--- src/design/pab_params.svh ---
// Address map, mode bits and timing counts of the port bridge
`ifndef PAB_PARAMS_SVH
`define PAB_PARAMS_SVH
`define PAB_ADDR_WIDE_PORT 16'h2000
`define PAB_ADDR_LINE_PORT 16'h2001
`define PAB_ADDR_MODE 16'h2002
`define PAB_ADDR_UPPER_LO 16'h2004
`define PAB_ADDR_UPPER_HI 16'h2005
`define PAB_ADDR_IN_NIB 16'h2006
`define PAB_ADDR_OUT_NIB 16'h2007
`define PAB_PROG_LO 16'h0000
`define PAB_PROG_HI 16'h0fff
`define PAB_DATA_LO 16'h1100
`define PAB_DATA_HI 16'h11ff
`define PAB_RAM_LO 16'h3000
`define PAB_RAM_HI 16'h30ff
`define PAB_MODE_READBACK 4
`define PAB_MODE_SELECT_ROLE 5
`define PAB_MODE_DS_RELEASE 6
`define PAB_MODE_RW_RELEASE 7
`define PAB_MODE_RESET 8'hc0
`define PAB_LINE_PORT_RESET 8'hff
`define PAB_RB_DS_BIT 0
`define PAB_RB_RW_BIT 1
`define PAB_STS_SERIAL_BIT 2
`define PAB_PHASE_NS 100
`define PAB_PHASE_CYC ((`PAB_PHASE_NS + 9) / 10)
`endif

--- src/design/pab_pkg.sv ---
// Types shared by the port bridge modules
package pab_pkg;
  typedef enum logic [2:0] {
    PAB_IDLE = 3'b000,
    PAB_ADDR = 3'b001,
    PAB_LATCH = 3'b010,
    PAB_DATA = 3'b011,
    PAB_DONE = 3'b100
  } pab_state_type;
endpackage

--- src/design/pab_bridge.sv ---
// Port bridge: troubleshooter accesses to emulated controller ports and memory
`timescale 1ns/100ps
`include "pab_params.svh"
// Behaviour
// [RL1] Mode bit 5 picks line 4: latched output or data memory select.
// [RL2] Clearing mode bits 6 or 7 forces data strobe or write low.
// [RL3] Mode bit 4 makes 2006 read actual strobe and write levels.
// [RL4] Port addresses 2000-2007 decode to ports and mode register.
// [RL5] Decode program, data memory and pod RAM ranges.
// [RL6] Host keeps mode bit 4 low for ordinary port 0/3 access.
// [RL7] Reading a port 0 nibble makes it input and returns levels.
// [RL8] Writing a port 0 nibble makes it output and latches data.
// [RL9] First read after output-to-input may be wrong; read again.
// [RL10] Mode bit 4 makes port 0 reads return actual pin levels.
// [RL11] Port 3 low nibble input only, high nibble output only.
// [RL12] Wide port write drives all lines; read keeps drivers on.
// [RL13] External memory read turns wide port drivers off.
// [RL14] External access removes latched wide port data.
// [RL15] Per-line port: writes output, reads levels, inputs need a 1.
// [RL16] Program memory is read only; data memory reads and writes.
// [RL17] Only low eight address bits go out on memory cycles.
// [RL18] Host preloads upper address through port 0 nibbles.
// [RL19] Memory cycles multiplex address and data with two strobes.
// [RL20] Select low and write low only in the data transfer.
// [RL21] Serial input drives status bit 2 and input nibble bit 0.
// [RL22] Host does not write port 0/3 while mode bit 4 is set.
// [RL23] Mode bit 4 keeps outputs driven and reads actual levels.
// [RL24] Readback puts strobe at bit 0, write at bit 1, rest zero.
// [RL25] Exactly one data strobe pulse per memory transfer.
module pab_bridge #(
  parameter int PHASE_CYC = `PAB_PHASE_CYC,
  parameter int RAM_DEPTH = 256
) (
  input wire logic i_clk,
  input wire logic i_sys_rst,
  input wire logic i_req,
  input wire logic i_we,
  input wire logic [15:0] i_addr,
  input wire logic [7:0] i_wdata,
  output logic o_ack,
  output logic [7:0] o_rdata,
  output logic [7:0] o_status,
  input wire logic [7:0] i_wide_in,
  output logic [7:0] o_wide_out,
  output logic o_wide_oe,
  input wire logic [7:0] i_line_in,
  output logic [7:0] o_line_out,
  output logic [7:0] o_line_oe,
  input wire logic [7:0] i_upper_in,
  output logic [7:0] o_upper_out,
  output logic [1:0] o_upper_oe,
  input wire logic [3:0] i_input_nibble_lines,
  input wire logic [3:0] i_output_nibble_sense,
  output logic [3:0] o_output_nibble_lines,
  input wire logic i_data_strobe_sense,
  input wire logic i_write_sense,
  output logic o_address_strobe_n,
  output logic o_data_strobe_n,
  output logic o_write_n
);
  import pab_pkg::*;
  logic [7:0] wide_s;
  logic [7:0] line_s;
  logic [7:0] upper_s;
  logic [3:0] innib_s;
  logic [3:0] outsense_s;
  logic [1:0] ctl_s;
  logic [7:0] mode_r;
  logic [7:0] wide_r;
  logic [7:0] line_r;
  logic [7:0] upper_r;
  logic [1:0] upper_dir_r;
  logic [3:0] outnib_r;
  logic wide_drive_r;
  logic [7:0] ram_mem [RAM_DEPTH];
  logic mc_start_r;
  logic mc_busy;
  logic mc_done;
  logic [7:0] mc_rdata;
  logic [7:0] mc_bus;
  logic mc_bus_oe;
  logic mc_as_n;
  logic mc_ds_n;
  logic mc_wr_n;
  logic mc_dm_n;
  logic pending_r;
  logic hit_prog;
  logic hit_data;
  logic hit_ram;
  logic hit_mem;
  logic readback;
  logic [7:0] rd_nxt;
  logic take;

  pab_sync #(.WIDTH(8)) u_sync_wide (.i_clk(i_clk), .i_sys_rst(i_sys_rst),
    .i_async(i_wide_in), .o_sync(wide_s));
  pab_sync #(.WIDTH(8)) u_sync_line (.i_clk(i_clk), .i_sys_rst(i_sys_rst),
    .i_async(i_line_in), .o_sync(line_s));
  pab_sync #(.WIDTH(8)) u_sync_upper (.i_clk(i_clk), .i_sys_rst(i_sys_rst),
    .i_async(i_upper_in), .o_sync(upper_s));
  pab_sync #(.WIDTH(10)) u_sync_misc (.i_clk(i_clk), .i_sys_rst(i_sys_rst),
    .i_async({i_write_sense, i_data_strobe_sense, i_output_nibble_sense,
      i_input_nibble_lines}),
    .o_sync({ctl_s, outsense_s, innib_s}));

  pab_mem_cycle #(.PHASE_CYC(PHASE_CYC)) u_mem (
    .i_clk(i_clk),
    .i_sys_rst(i_sys_rst),
    .i_start(mc_start_r),
    .i_write(i_we),
    .i_data_space(hit_data),
    .i_low_addr(i_addr[7:0]),
    .i_wdata(i_wdata),
    .i_bus_in(wide_s),
    .o_busy(mc_busy),
    .o_done(mc_done),
    .o_rdata(mc_rdata),
    .o_bus_out(mc_bus),
    .o_bus_oe(mc_bus_oe),
    .o_address_strobe_n(mc_as_n),
    .o_data_strobe_n(mc_ds_n),
    .o_write_n(mc_wr_n),
    .o_data_memory_select_n(mc_dm_n)
  );

  // [RL5] Address range decode
  always_comb begin
    hit_prog = (i_addr >= `PAB_PROG_LO) && (i_addr <= `PAB_PROG_HI);
    hit_data = (i_addr >= `PAB_DATA_LO) && (i_addr <= `PAB_DATA_HI);
    hit_ram = (i_addr >= `PAB_RAM_LO) && (i_addr <= `PAB_RAM_HI);
    // [RL16] Program memory writes ignored
    hit_mem = hit_data || (hit_prog && !i_we);
    readback = mode_r[`PAB_MODE_READBACK];
    take = i_req && !pending_r && !o_ack;
  end

  // [RL4] Register read decode
  always_comb begin
    rd_nxt = 8'h00;
    if (i_addr == `PAB_ADDR_WIDE_PORT) begin
      // [RL12] Read keeps drivers on
      rd_nxt = wide_s;
    end else if (i_addr == `PAB_ADDR_LINE_PORT) begin
      // [RL15] Read line levels
      rd_nxt = line_s;
    end else if (i_addr == `PAB_ADDR_MODE) begin
      rd_nxt = mode_r;
    end else if (i_addr == `PAB_ADDR_UPPER_LO) begin
      // [RL10] Sensed levels either way
      rd_nxt = {4'h0, upper_s[3:0]};
    end else if (i_addr == `PAB_ADDR_UPPER_HI) begin
      rd_nxt = {4'h0, upper_s[7:4]};
    end else if (i_addr == `PAB_ADDR_IN_NIB) begin
      // [RL3] Drivability of strobe lines
      if (readback) begin
        // [RL24] Strobe and write levels
        rd_nxt[`PAB_RB_DS_BIT] = ctl_s[0];
        rd_nxt[`PAB_RB_RW_BIT] = ctl_s[1];
      end else begin
        // [RL21] Serial line in bit 0
        rd_nxt = {4'h0, innib_s};
      end
    end else if (i_addr == `PAB_ADDR_OUT_NIB) begin
      // [RL11] Readback of output nibble
      rd_nxt = readback ? {4'h0, outsense_s} : {4'h0, outnib_r};
    end else if (hit_ram) begin
      rd_nxt = ram_mem[i_addr[7:0]];
    end
  end

  // Request handshake; memory cycles answer on completion
  always_ff @(posedge i_clk or posedge i_sys_rst) begin
    if (i_sys_rst) begin
      o_ack <= 1'b0;
      o_rdata <= 8'h00;
      pending_r <= 1'b0;
      mc_start_r <= 1'b0;
    end else begin
      o_ack <= 1'b0;
      mc_start_r <= 1'b0;
      if (pending_r) begin
        if (mc_done) begin
          pending_r <= 1'b0;
          o_ack <= 1'b1;
          o_rdata <= i_we ? 8'h00 : mc_rdata;
        end
      end else if (take && hit_mem) begin
        pending_r <= 1'b1;
        mc_start_r <= 1'b1;
      end else if (take) begin
        o_ack <= 1'b1;
        o_rdata <= i_we ? 8'h00 : rd_nxt;
      end
    end
  end

  // Mode register and port latches
  always_ff @(posedge i_clk or posedge i_sys_rst) begin
    if (i_sys_rst) begin
      mode_r <= `PAB_MODE_RESET;
      line_r <= `PAB_LINE_PORT_RESET;
      upper_r <= 8'h00;
      upper_dir_r <= 2'b00;
      outnib_r <= 4'h0;
    end else if (take && i_we) begin
      if (i_addr == `PAB_ADDR_MODE) begin
        mode_r <= i_wdata;
      end else if (i_addr == `PAB_ADDR_LINE_PORT) begin
        // [RL15] Per-line output data
        line_r <= i_wdata;
      end else if (i_addr == `PAB_ADDR_UPPER_LO && !readback) begin
        // [RL8] Low nibble becomes output
        upper_r[3:0] <= i_wdata[3:0];
        upper_dir_r[0] <= 1'b1;
      end else if (i_addr == `PAB_ADDR_UPPER_HI && !readback) begin
        upper_r[7:4] <= i_wdata[3:0];
        upper_dir_r[1] <= 1'b1;
      end else if (i_addr == `PAB_ADDR_OUT_NIB && !readback) begin
        // [RL1] Latched output nibble
        outnib_r <= i_wdata[3:0];
      end
    end else if (take && !readback) begin
      // [RL9] First read only switches
      // [RL7] Read turns nibble to input
      if (i_addr == `PAB_ADDR_UPPER_LO) begin
        upper_dir_r[0] <= 1'b0;
      end else if (i_addr == `PAB_ADDR_UPPER_HI) begin
        upper_dir_r[1] <= 1'b0;
      end
    end
  end

  // Wide port latch and drive control
  always_ff @(posedge i_clk or posedge i_sys_rst) begin
    if (i_sys_rst) begin
      wide_r <= 8'h00;
      wide_drive_r <= 1'b0;
    end else if (take && i_we && i_addr == `PAB_ADDR_WIDE_PORT) begin
      // [RL12] Write drives all lines
      wide_r <= i_wdata;
      wide_drive_r <= 1'b1;
    end else if (take && hit_mem) begin
      // [RL13] Memory access drops drivers
      wide_drive_r <= 1'b0;
      // [RL14] Latched data cleared
      wide_r <= 8'h00;
    end
  end

  always_ff @(posedge i_clk) begin
    if (take && i_we && hit_ram) begin
      ram_mem[i_addr[7:0]] <= i_wdata;
    end
  end

  // Registered pin drive
  always_ff @(posedge i_clk or posedge i_sys_rst) begin
    if (i_sys_rst) begin
      o_wide_out <= 8'h00;
      o_wide_oe <= 1'b0;
      o_line_out <= 8'hff;
      o_line_oe <= 8'h00;
      o_upper_out <= 8'h00;
      o_upper_oe <= 2'b00;
      o_output_nibble_lines <= 4'hf;
      o_address_strobe_n <= 1'b1;
      o_data_strobe_n <= 1'b1;
      o_write_n <= 1'b1;
      o_status <= 8'h00;
    end else begin
      // [RL19] Bus muxed during cycles
      // Done cycle already shows the cleared latch, not the old address
      o_wide_out <= (mc_busy && !mc_done) ? mc_bus : wide_r;
      o_wide_oe <= (mc_busy && !mc_done) ? mc_bus_oe : wide_drive_r;
      // [RL15] Lines holding 1 released
      o_line_out <= line_r;
      o_line_oe <= ~line_r;
      // [RL23] Outputs held during readback
      o_upper_out <= upper_r;
      o_upper_oe <= upper_dir_r;
      // [RL1] Line 4 role by mode bit
      o_output_nibble_lines <= {outnib_r[3:1],
        mode_r[`PAB_MODE_SELECT_ROLE] ? mc_dm_n : outnib_r[0]};
      o_address_strobe_n <= mc_as_n;
      // [RL2] Mode bits force lines low
      o_data_strobe_n <= mc_ds_n & mode_r[`PAB_MODE_DS_RELEASE];
      o_write_n <= mc_wr_n & mode_r[`PAB_MODE_RW_RELEASE];
      // [RL21] Serial level in status
      o_status <= {5'h00, innib_s[0], 2'b00};
    end
  end
endmodule

--- src/design/pab_sync.sv ---
// Two flip-flop synchroniser for a bus of pin levels
`timescale 1ns/100ps
module pab_sync #(
  parameter int WIDTH = 8
) (
  input wire logic i_clk,
  input wire logic i_sys_rst,
  input wire logic [WIDTH-1:0] i_async,
  output logic [WIDTH-1:0] o_sync
);
  logic [WIDTH-1:0] meta_r;
  always_ff @(posedge i_clk or posedge i_sys_rst) begin
    if (i_sys_rst) begin
      meta_r <= '0;
      o_sync <= '0;
    end else begin
      meta_r <= i_async;
      o_sync <= meta_r;
    end
  end
endmodule

--- src/design/pab_mem_cycle.sv ---
// Multiplexed external memory cycle sequencer
`timescale 1ns/100ps
`include "pab_params.svh"
module pab_mem_cycle #(
  parameter int PHASE_CYC = `PAB_PHASE_CYC
) (
  input wire logic i_clk,
  input wire logic i_sys_rst,
  input wire logic i_start,
  input wire logic i_write,
  input wire logic i_data_space,
  input wire logic [7:0] i_low_addr,
  input wire logic [7:0] i_wdata,
  input wire logic [7:0] i_bus_in,
  output logic o_busy,
  output logic o_done,
  output logic [7:0] o_rdata,
  output logic [7:0] o_bus_out,
  output logic o_bus_oe,
  output logic o_address_strobe_n,
  output logic o_data_strobe_n,
  output logic o_write_n,
  output logic o_data_memory_select_n
);
  import pab_pkg::*;
  pab_state_type state_r;
  logic [7:0] cnt_r;
  logic wr_r;
  logic dsp_r;
  logic [7:0] wd_r;
  logic phase_end;
  assign phase_end = (cnt_r == 8'(PHASE_CYC - 1));

  always_ff @(posedge i_clk or posedge i_sys_rst) begin
    if (i_sys_rst) begin
      state_r <= PAB_IDLE;
      cnt_r <= 8'h00;
      wr_r <= 1'b0;
      dsp_r <= 1'b0;
      wd_r <= 8'h00;
      o_rdata <= 8'h00;
    end else begin
      cnt_r <= (state_r == PAB_IDLE || phase_end) ? 8'h00 : cnt_r + 8'h01;
      case (state_r)
        PAB_IDLE: begin
          if (i_start) begin
            state_r <= PAB_ADDR;
            wr_r <= i_write;
            dsp_r <= i_data_space;
            wd_r <= i_wdata;
          end
        end
        PAB_ADDR: begin
          if (phase_end) begin
            state_r <= PAB_LATCH;
          end
        end
        PAB_LATCH: begin
          if (phase_end) begin
            state_r <= PAB_DATA;
          end
        end
        PAB_DATA: begin
          // Pins lag three cycles, so phases under 4 capture stale data
          if (phase_end) begin
            state_r <= PAB_DONE;
            o_rdata <= i_bus_in;
          end
        end
        default: begin
          state_r <= PAB_IDLE;
        end
      endcase
    end
  end

  // [RL19] Address then data on bus
  always_comb begin
    o_busy = (state_r != PAB_IDLE);
    o_done = (state_r == PAB_DONE);
    o_address_strobe_n = ~(state_r == PAB_ADDR);
    // [RL25] One data strobe pulse
    o_data_strobe_n = ~(state_r == PAB_DATA);
    // [RL20] Select and write in strobe
    o_write_n = ~(state_r == PAB_DATA && wr_r);
    o_data_memory_select_n = ~(state_r == PAB_DATA && dsp_r);
    // [RL17] Low address byte only
    o_bus_out = (state_r == PAB_DATA) ? wd_r : i_low_addr;
    o_bus_oe = (state_r == PAB_ADDR) || (state_r == PAB_LATCH)
      || (state_r == PAB_DATA && wr_r);
  end
endmodule

--- config.mk ---
export PLATFORM = sky130hd
export DESIGN_NAME = pab_bridge
export DESIGN_NICKNAME = d
export VERILOG_FILES = /design/src/design/pab_pkg.sv /design/src/design/pab_bridge.sv /design/src/design/pab_sync.sv /design/src/design/pab_mem_cycle.sv
export VERILOG_INCLUDE_DIRS = /design/src /design/src/design
export SDC_FILE = /design/constraint.sdc
export NUM_CORES = 2
export LEC_CHECK = 0
export ABC_CLOCK_PERIOD_IN_PS = 4590
export BUFFER_PORTS_ARGS = -buffer_cell sky130_fd_sc_hd__buf_2
export CAP_MARGIN = 15
export CELL_PAD_IN_SITES_DETAIL_PLACEMENT = 0
export CELL_PAD_IN_SITES_GLOBAL_PLACEMENT = 1
export CORE_MARGIN = 2
export CORE_UTILIZATION = 50
export DETAILED_ROUTE_END_ITERATION = 10
export HOLD_SLACK_MARGIN = 0.03
export PLACE_DENSITY_LB_ADDON = 0.1
export SYNTH_ARGS = -nofsm -noshare
export SYNTH_HDL_FRONTEND = slang
export SYNTH_HIERARCHICAL = 1
export SYNTH_SLANG_ARGS = --single-unit
--- constraint.sdc ---
create_clock -name i_clk -period 4.59 [get_ports i_clk]
set_clock_uncertainty 0.1 [all_clocks]
set_input_delay 0.918 -clock i_clk [delete_from_list [all_inputs] [get_ports i_clk]]
set_output_delay 0.918 -clock i_clk [all_outputs]
set_load 0.03 [all_outputs]
# ---- After elaboration in Yosys (flattened, before gate mapping)
# Memory sizes are Yosys's and may differ from the RTL's.
# Index checks and enable logic that the tools add are counted.
# Widths: inputs -> output; s select.
dict set report word_totals {
  mem_bits_ro 0
  output_inout_bits 59
  n_memories 1
  register_bits 190
  latchBits 0
  elab_cells 176
  ramBits 2048
  in_bits 62
}
# memory depth width read_ports rd_ports_with_merged_regs write_ports line_no
set mem_list {}
lappend mem_list {ram_mem 256 8 1 0 1 pab_bridge.sv:75} ;# logic [7:0] ram_mem [RAM_DEPTH];
dict set report classes {
  bitwise 11
  shift 0
  div_mod_pow 0
  mux 51
  reduce_logical 44
  addsub 1
  n_mul 0
  eq_ne 24
  n_lt_le_gt_ge 6
}
# operator n
set ops {}
lappend ops {{$mux 8} 19}
lappend ops {{$eq 16x14->1 const B} 7}
lappend ops {{$mux 1} 20}
lappend ops {{$logic_and 1x1->1} 17}
lappend ops {{$ge 16x1->1 const B} 1}
lappend ops {{$ge 16x13->1 const B} 1}
lappend ops {{$ge 16x14->1 const B} 1}
lappend ops {{$le 16x12->1 const B} 1}
lappend ops {{$le 16x13->1 const B} 1}
lappend ops {{$le 16x14->1 const B} 1}
lappend ops {{$ne 2x2->1 const B} 8}
lappend ops {{$mux 2} 6}
lappend ops {{$mux 3} 4}
lappend ops {{$pmux 3 s4} 1}
lappend ops {{$reduce_and 5->1} 2}
lappend ops {{$reduce_bool 2->1} 5}
lappend ops {{$add 8x1->8 const B} 1}
lappend ops {{$eq 8x4->1 const B} 1}
lappend ops {{$ne 2x1->1 const B} 4}
lappend ops {{$not 1->1} 8}
lappend ops {{$not 8->8} 1}
lappend ops {{$reduce_and 4->1} 2}
lappend ops {{$reduce_and 7->1} 1}
lappend ops {{$eq 3x2->1 const B} 2}
lappend ops {{other kinds (11)} 22}

# ---- Depth between registers and ports, before layout
dict set report logic_depth {
  depth_word 14
  depth_mapped 15
  ltp_nobuf 7
}

# ---- Hierarchy
# The synthesis kept the hierarchy.
# module n_inst cells_per_inst area_per_inst_um2 seq_area_each_um2
set by_module_without_submodules {}
lappend by_module_without_submodules {pab_bridge 1 3877 83390.0 63857.5}
lappend by_module_without_submodules {pab_mem_cycle 1 126 1395.1 725.7}
lappend by_module_without_submodules {{pab_sync at u_sync_line ...} 3 17 404.1 400.4}
lappend by_module_without_submodules {{pab_sync at u_sync_misc} 1 21 504.2 500.5}

# ---- Worst setup path after synthesis
# No wires, ideal clock.
dict set report synth_path {
  path_kind {input to register}
  startpoint {input port i_addr[0]}
  endpoint {memory ram_mem[218][0] (enable)}
  path_buffers 10
  required_time_ns 4.120
  setup_slack_ns 0.699
  setup_time_ns 0.370
  arrival_time_ns 3.421
  cell_stages 13
  cell_sequence {buf_6 > buf_12 > buf_12 > buf_6 > buf_6 > buf_4 > buf_4 > buf_4 > buf_2 > nor3_1 > nand2_1 > buf_2 > nor2_1}
}
dict set report synth_between {
  elab_chain_len 5
  word_cells_on_any_way 6
  classes_between {2 x order compare; 2 x mux; 2 x reduce/logical}
}
# item line_no
set synth_rtl {}
lappend synth_rtl {{from (decl)} pab_bridge.sv:38} ;# input wire logic [15:0] i_addr,
lappend synth_rtl {{$ge 16x14->1 (no source line) / $le 16x14->1 (equally long branches)} n/a}
lappend synth_rtl {{$logic_and 1x1->1} pab_bridge.sv:130} ;# hit_ram = (i_addr >= `PAB_RAM_LO) && (i_addr <= `PAB_RAM_HI);
lappend synth_rtl {{$logic_and 1x1->1} pab_bridge.sv:251} ;# if (take && i_we && hit_ram) begin
lappend synth_rtl {{$mux 1} pab_bridge.sv:251}
lappend synth_rtl {{$mux 1 (not written as such)} pab_bridge.sv:252} ;# ram_mem[i_addr[7:0]] <= i_wdata;
lappend synth_rtl {{to (decl)} pab_bridge.sv:75}
# Parallel ways exist; a longest one is shown, timed or not.

==> impl_metrics.ini <==
[global_routing]
grtUsageTotal = 0.278
grt_pass1_wl_um = 340000
grt_start_max_net_pins = 177
antenna_found_initial = 5
overflow = 0
grt_pass1_vias = 44300

[cts]
cts_setup_buffers = 0
cts_tree = yes
numCtsBuffers = 225
clk_latency_ns = 0.89
cts_resized = 0
clk_pin_slew_ns = 0.06
cts_root_buf = clkbuf_16
clkSinkCount = 2238
cts.path.max_buffers = 3
htreeDepth = 4

[layout]
drive_gt1_frac = 0.335
final_cells = 7256
nNetsFinal = 4827
area_growth_pct = 16.6
utilization = 0.587

[yosys]
synth.most_common_cell = edfxtp_1
ys_ff_latch = 2238
async_reset_ff_frac = 0.0849
syn-instance-count = 4075
netlist_top_cells_count = edfxtp_1 (2048), mux4_2 (571), nor2_1 (294), dfrtp_1 (165), nand2_1 (149)
syn_area_um2 = 86500
yosys.area.top_type_share = 0.711
yosysWarnings = 6
ys.flop_type = edfxtp_1
avgSynthCellArea_um2 = 21.2
yosysSeqAreaShare = 0.766
synth_edf_count = 2048
synth_cell_types = 78
synth_top_area_cell = edfxtp_1
yosys-top-cells-area = edfxtp_1 (71%), mux4_2 (15%), dfrtp_1 (4.8%), nor2_1 (1.3%), mux2i_1 (0.76%)

[timing]
fin_crit_sh = 0.848
worst_pin_slew_ns = 1.12
rsz0062_at_grt = false
drv_slew = 0
setup_viol = 0
fmax_mhz = 257
hold-worst-slack_ns = 0.0773
setup_slack_ns = 0.700
min_period_ns = 3.89
final_hold_viol_count = 0
max_slew_margin = 0.256

[critical_path]
critPathLaunchType = input port
cp-end-kind = flop
critPathMaxFanout = 28
critical_path_class = input port to flop
cp.required_ns = 5.24
critPathArrivalTime_ns = 4.54

[outcome]
outcome = completed

[floorplan]
die-area_um2 = 176000
die_y_um = 420
num_rows = 152
die-width_um = 420
io_pins = 121
start_util = 0.504
core_um2 = 172000

[run]
drv_cap = 0

[routing]
routed_via_density = 6.17
postRouteAntennaNets = 0
drc = 0
finalWirelength_um = 242000
route.vias.total = 44800
drtPass1Iterations = 6
wire_per_inst_um = 33.3
first_iter_violations = 5791

[power_and_ir_drop]
power_w = 0.0422
ir_drop_mv = 0.340
power_density_nw_per_um2 = 419
p_leak_nw = 33.5

[placed_design]
place_hpwl_um = 158000
placed_cells = 6819
gp_congestion = 0.945
io_buffer_count = 113
dp_slack_ns = -0.0829

[worst_hold_path]
worstHoldPathType = input port to asynchronous set/reset pin
==> layout make-up <==
type                    count  area, µm²
fillers                 12600      70900
flip-flops and latches   2238      66300
multi-input cells        1574      18800
clock buffers             283       5910
repair buffers            693       5550
well taps                2310       2890
clock inverters           126       1270
inverters                  31        126
diodes                      1       2.50
==> final timing paths <==
check / endpoint / start / cells after the start / slack (ns)
setup / recovery: o_rdata[4] / i_addr[0] / 12 / 0.70
hold / removal: u_mem/state_r[2] / i_sys_rst / 2 / 0.08
setup reg to reg: ram_mem[115][7] / pending_r / 10 / 0.92
hold reg to reg: u_sync_line/o_sync[7] / u_sync_line/meta_r[7] / 0 / 0.24
max in group asynchronous: o_line_out[7] / i_sys_rst / 3 / 3.44
min in group i_clk: u_sync_misc/meta_r[4] / i_output_nibble_sense[0] / 1 / 0.08
==> report_power, final <==
group          internal [W]  total [W]  switching, W  leakage (nW)
Sequential           0.0223     0.0223     0.0000121          20.8
Clock                0.0100     0.0178       0.00777          3.46
Combinational      0.000789    0.00214       0.00135          9.29
Total                0.0331     0.0422       0.00913          33.5
==> worst max-delay path, cell delays in order <==
cell	delay (ns)
buf_8	0.30
buf_12	0.28
buf_12	0.21
mux4_2	0.53
mux2i_1	0.15
buf_4	0.16
o22ai_1	0.07
o21ai_0	0.44
buf_4	0.21
nand4_1	0.17
or4_1	0.65
a32o_1	0.31
==> metrics by stage <==
| step | TNS, ns | cell area, µm² |
|---|---|---|
| after floorplan | 0 | 86500 |
| after global placement | -0.126 | 93400 |
| after detailed placement | -0.0829 | 93400 |
| after CTS | 0 | 101000 |
| after global routing | 0 | 101000 |
| final | 0 | 101000 |
==> state kept, by name, summed over array words and instances, names as in the netlist, 8 cells and up <==
register             cells
line_r                   8
mode_r                   8
o_line_oe                8
o_line_out               8
o_rdata                  8
o_upper_out              8
o_wide_out               8
ram_mem               2048
u_mem/cnt_r              8
u_mem/o_rdata            8
u_mem/wd_r               8
u_sync_line/meta_r       8
u_sync_line/o_sync       8
u_sync_misc/meta_r      10
u_sync_misc/o_sync      10
u_sync_upper/meta_r      8
u_sync_upper/o_sync      8
u_sync_wide/meta_r       8
u_sync_wide/o_sync       8
upper_r                  8
wide_r                   8
==> cell families after synthesis <==
kind of cell               share of synthesized area
AOI/OAI and AO/OA                             0.0201
xor gates and xnor gates                    0.000304
adders and majority gates                   0.000289
buffers and inverters                         0.0171
DFF                                            0.766
muxes                                          0.164
other                                      0.0000434
and+or+nand+nor                               0.0317
==> routing by layer <==
layer / global-route usage / wire length (µm) / vias up
met3: 0.0511 / 20100 / 351
met2: 0.429 / 114000 / 2147
met1: 0.407 / 100000 / 24100
met4: 0.0834 / 7190 / 2
li1: - / - / 18200
met5: 0 / 13 / -
==> cells in the final DEF (no fill, tap or decap), types with 8 or more instances in the layout <==
cell type      netlist  layout
nor3_1              36      36
dfstp_2             25      25
nand3_1             49      49
edfxtp_1          2048    2048
mux2i_1             66      66
buf_12               3      37
clkbuf_8             0      14
nand4_1             13      13
a22oi_1             68      68
clkinv_2             0      32
o21ai_0             35      35
inv_1               26      25
nor2_1             294     293
a21oi_1             46      46
clkinv_16            0       8
mux2_2              58      58
clkbuf_1           107      52
clkbuf_16            0     225
buf_2               54     101
a211oi_1             9       9
nand2_1            149     142
o2111ai_1           14      14
bufinv_16            0      16
dlygate4sd3_1        0      27
mux4_2             571     571
buf_4               29     517
nor2b_1             15      12
or3_1               10      10
a221oi_1            10      10
dfrtp_1            165     165
clkinv_1             4      56
==> repair_timing <==
| item | 4_1_cts | 5_1_grt |
|---|---|---|
| endpoints found under the hold margin | 27 | 0 |
| endpoints found under the setup margin | 0 | 0 |
| hold buffers | 27 | 0 |
No activity file was read; power rests on OpenSTA's default activity.
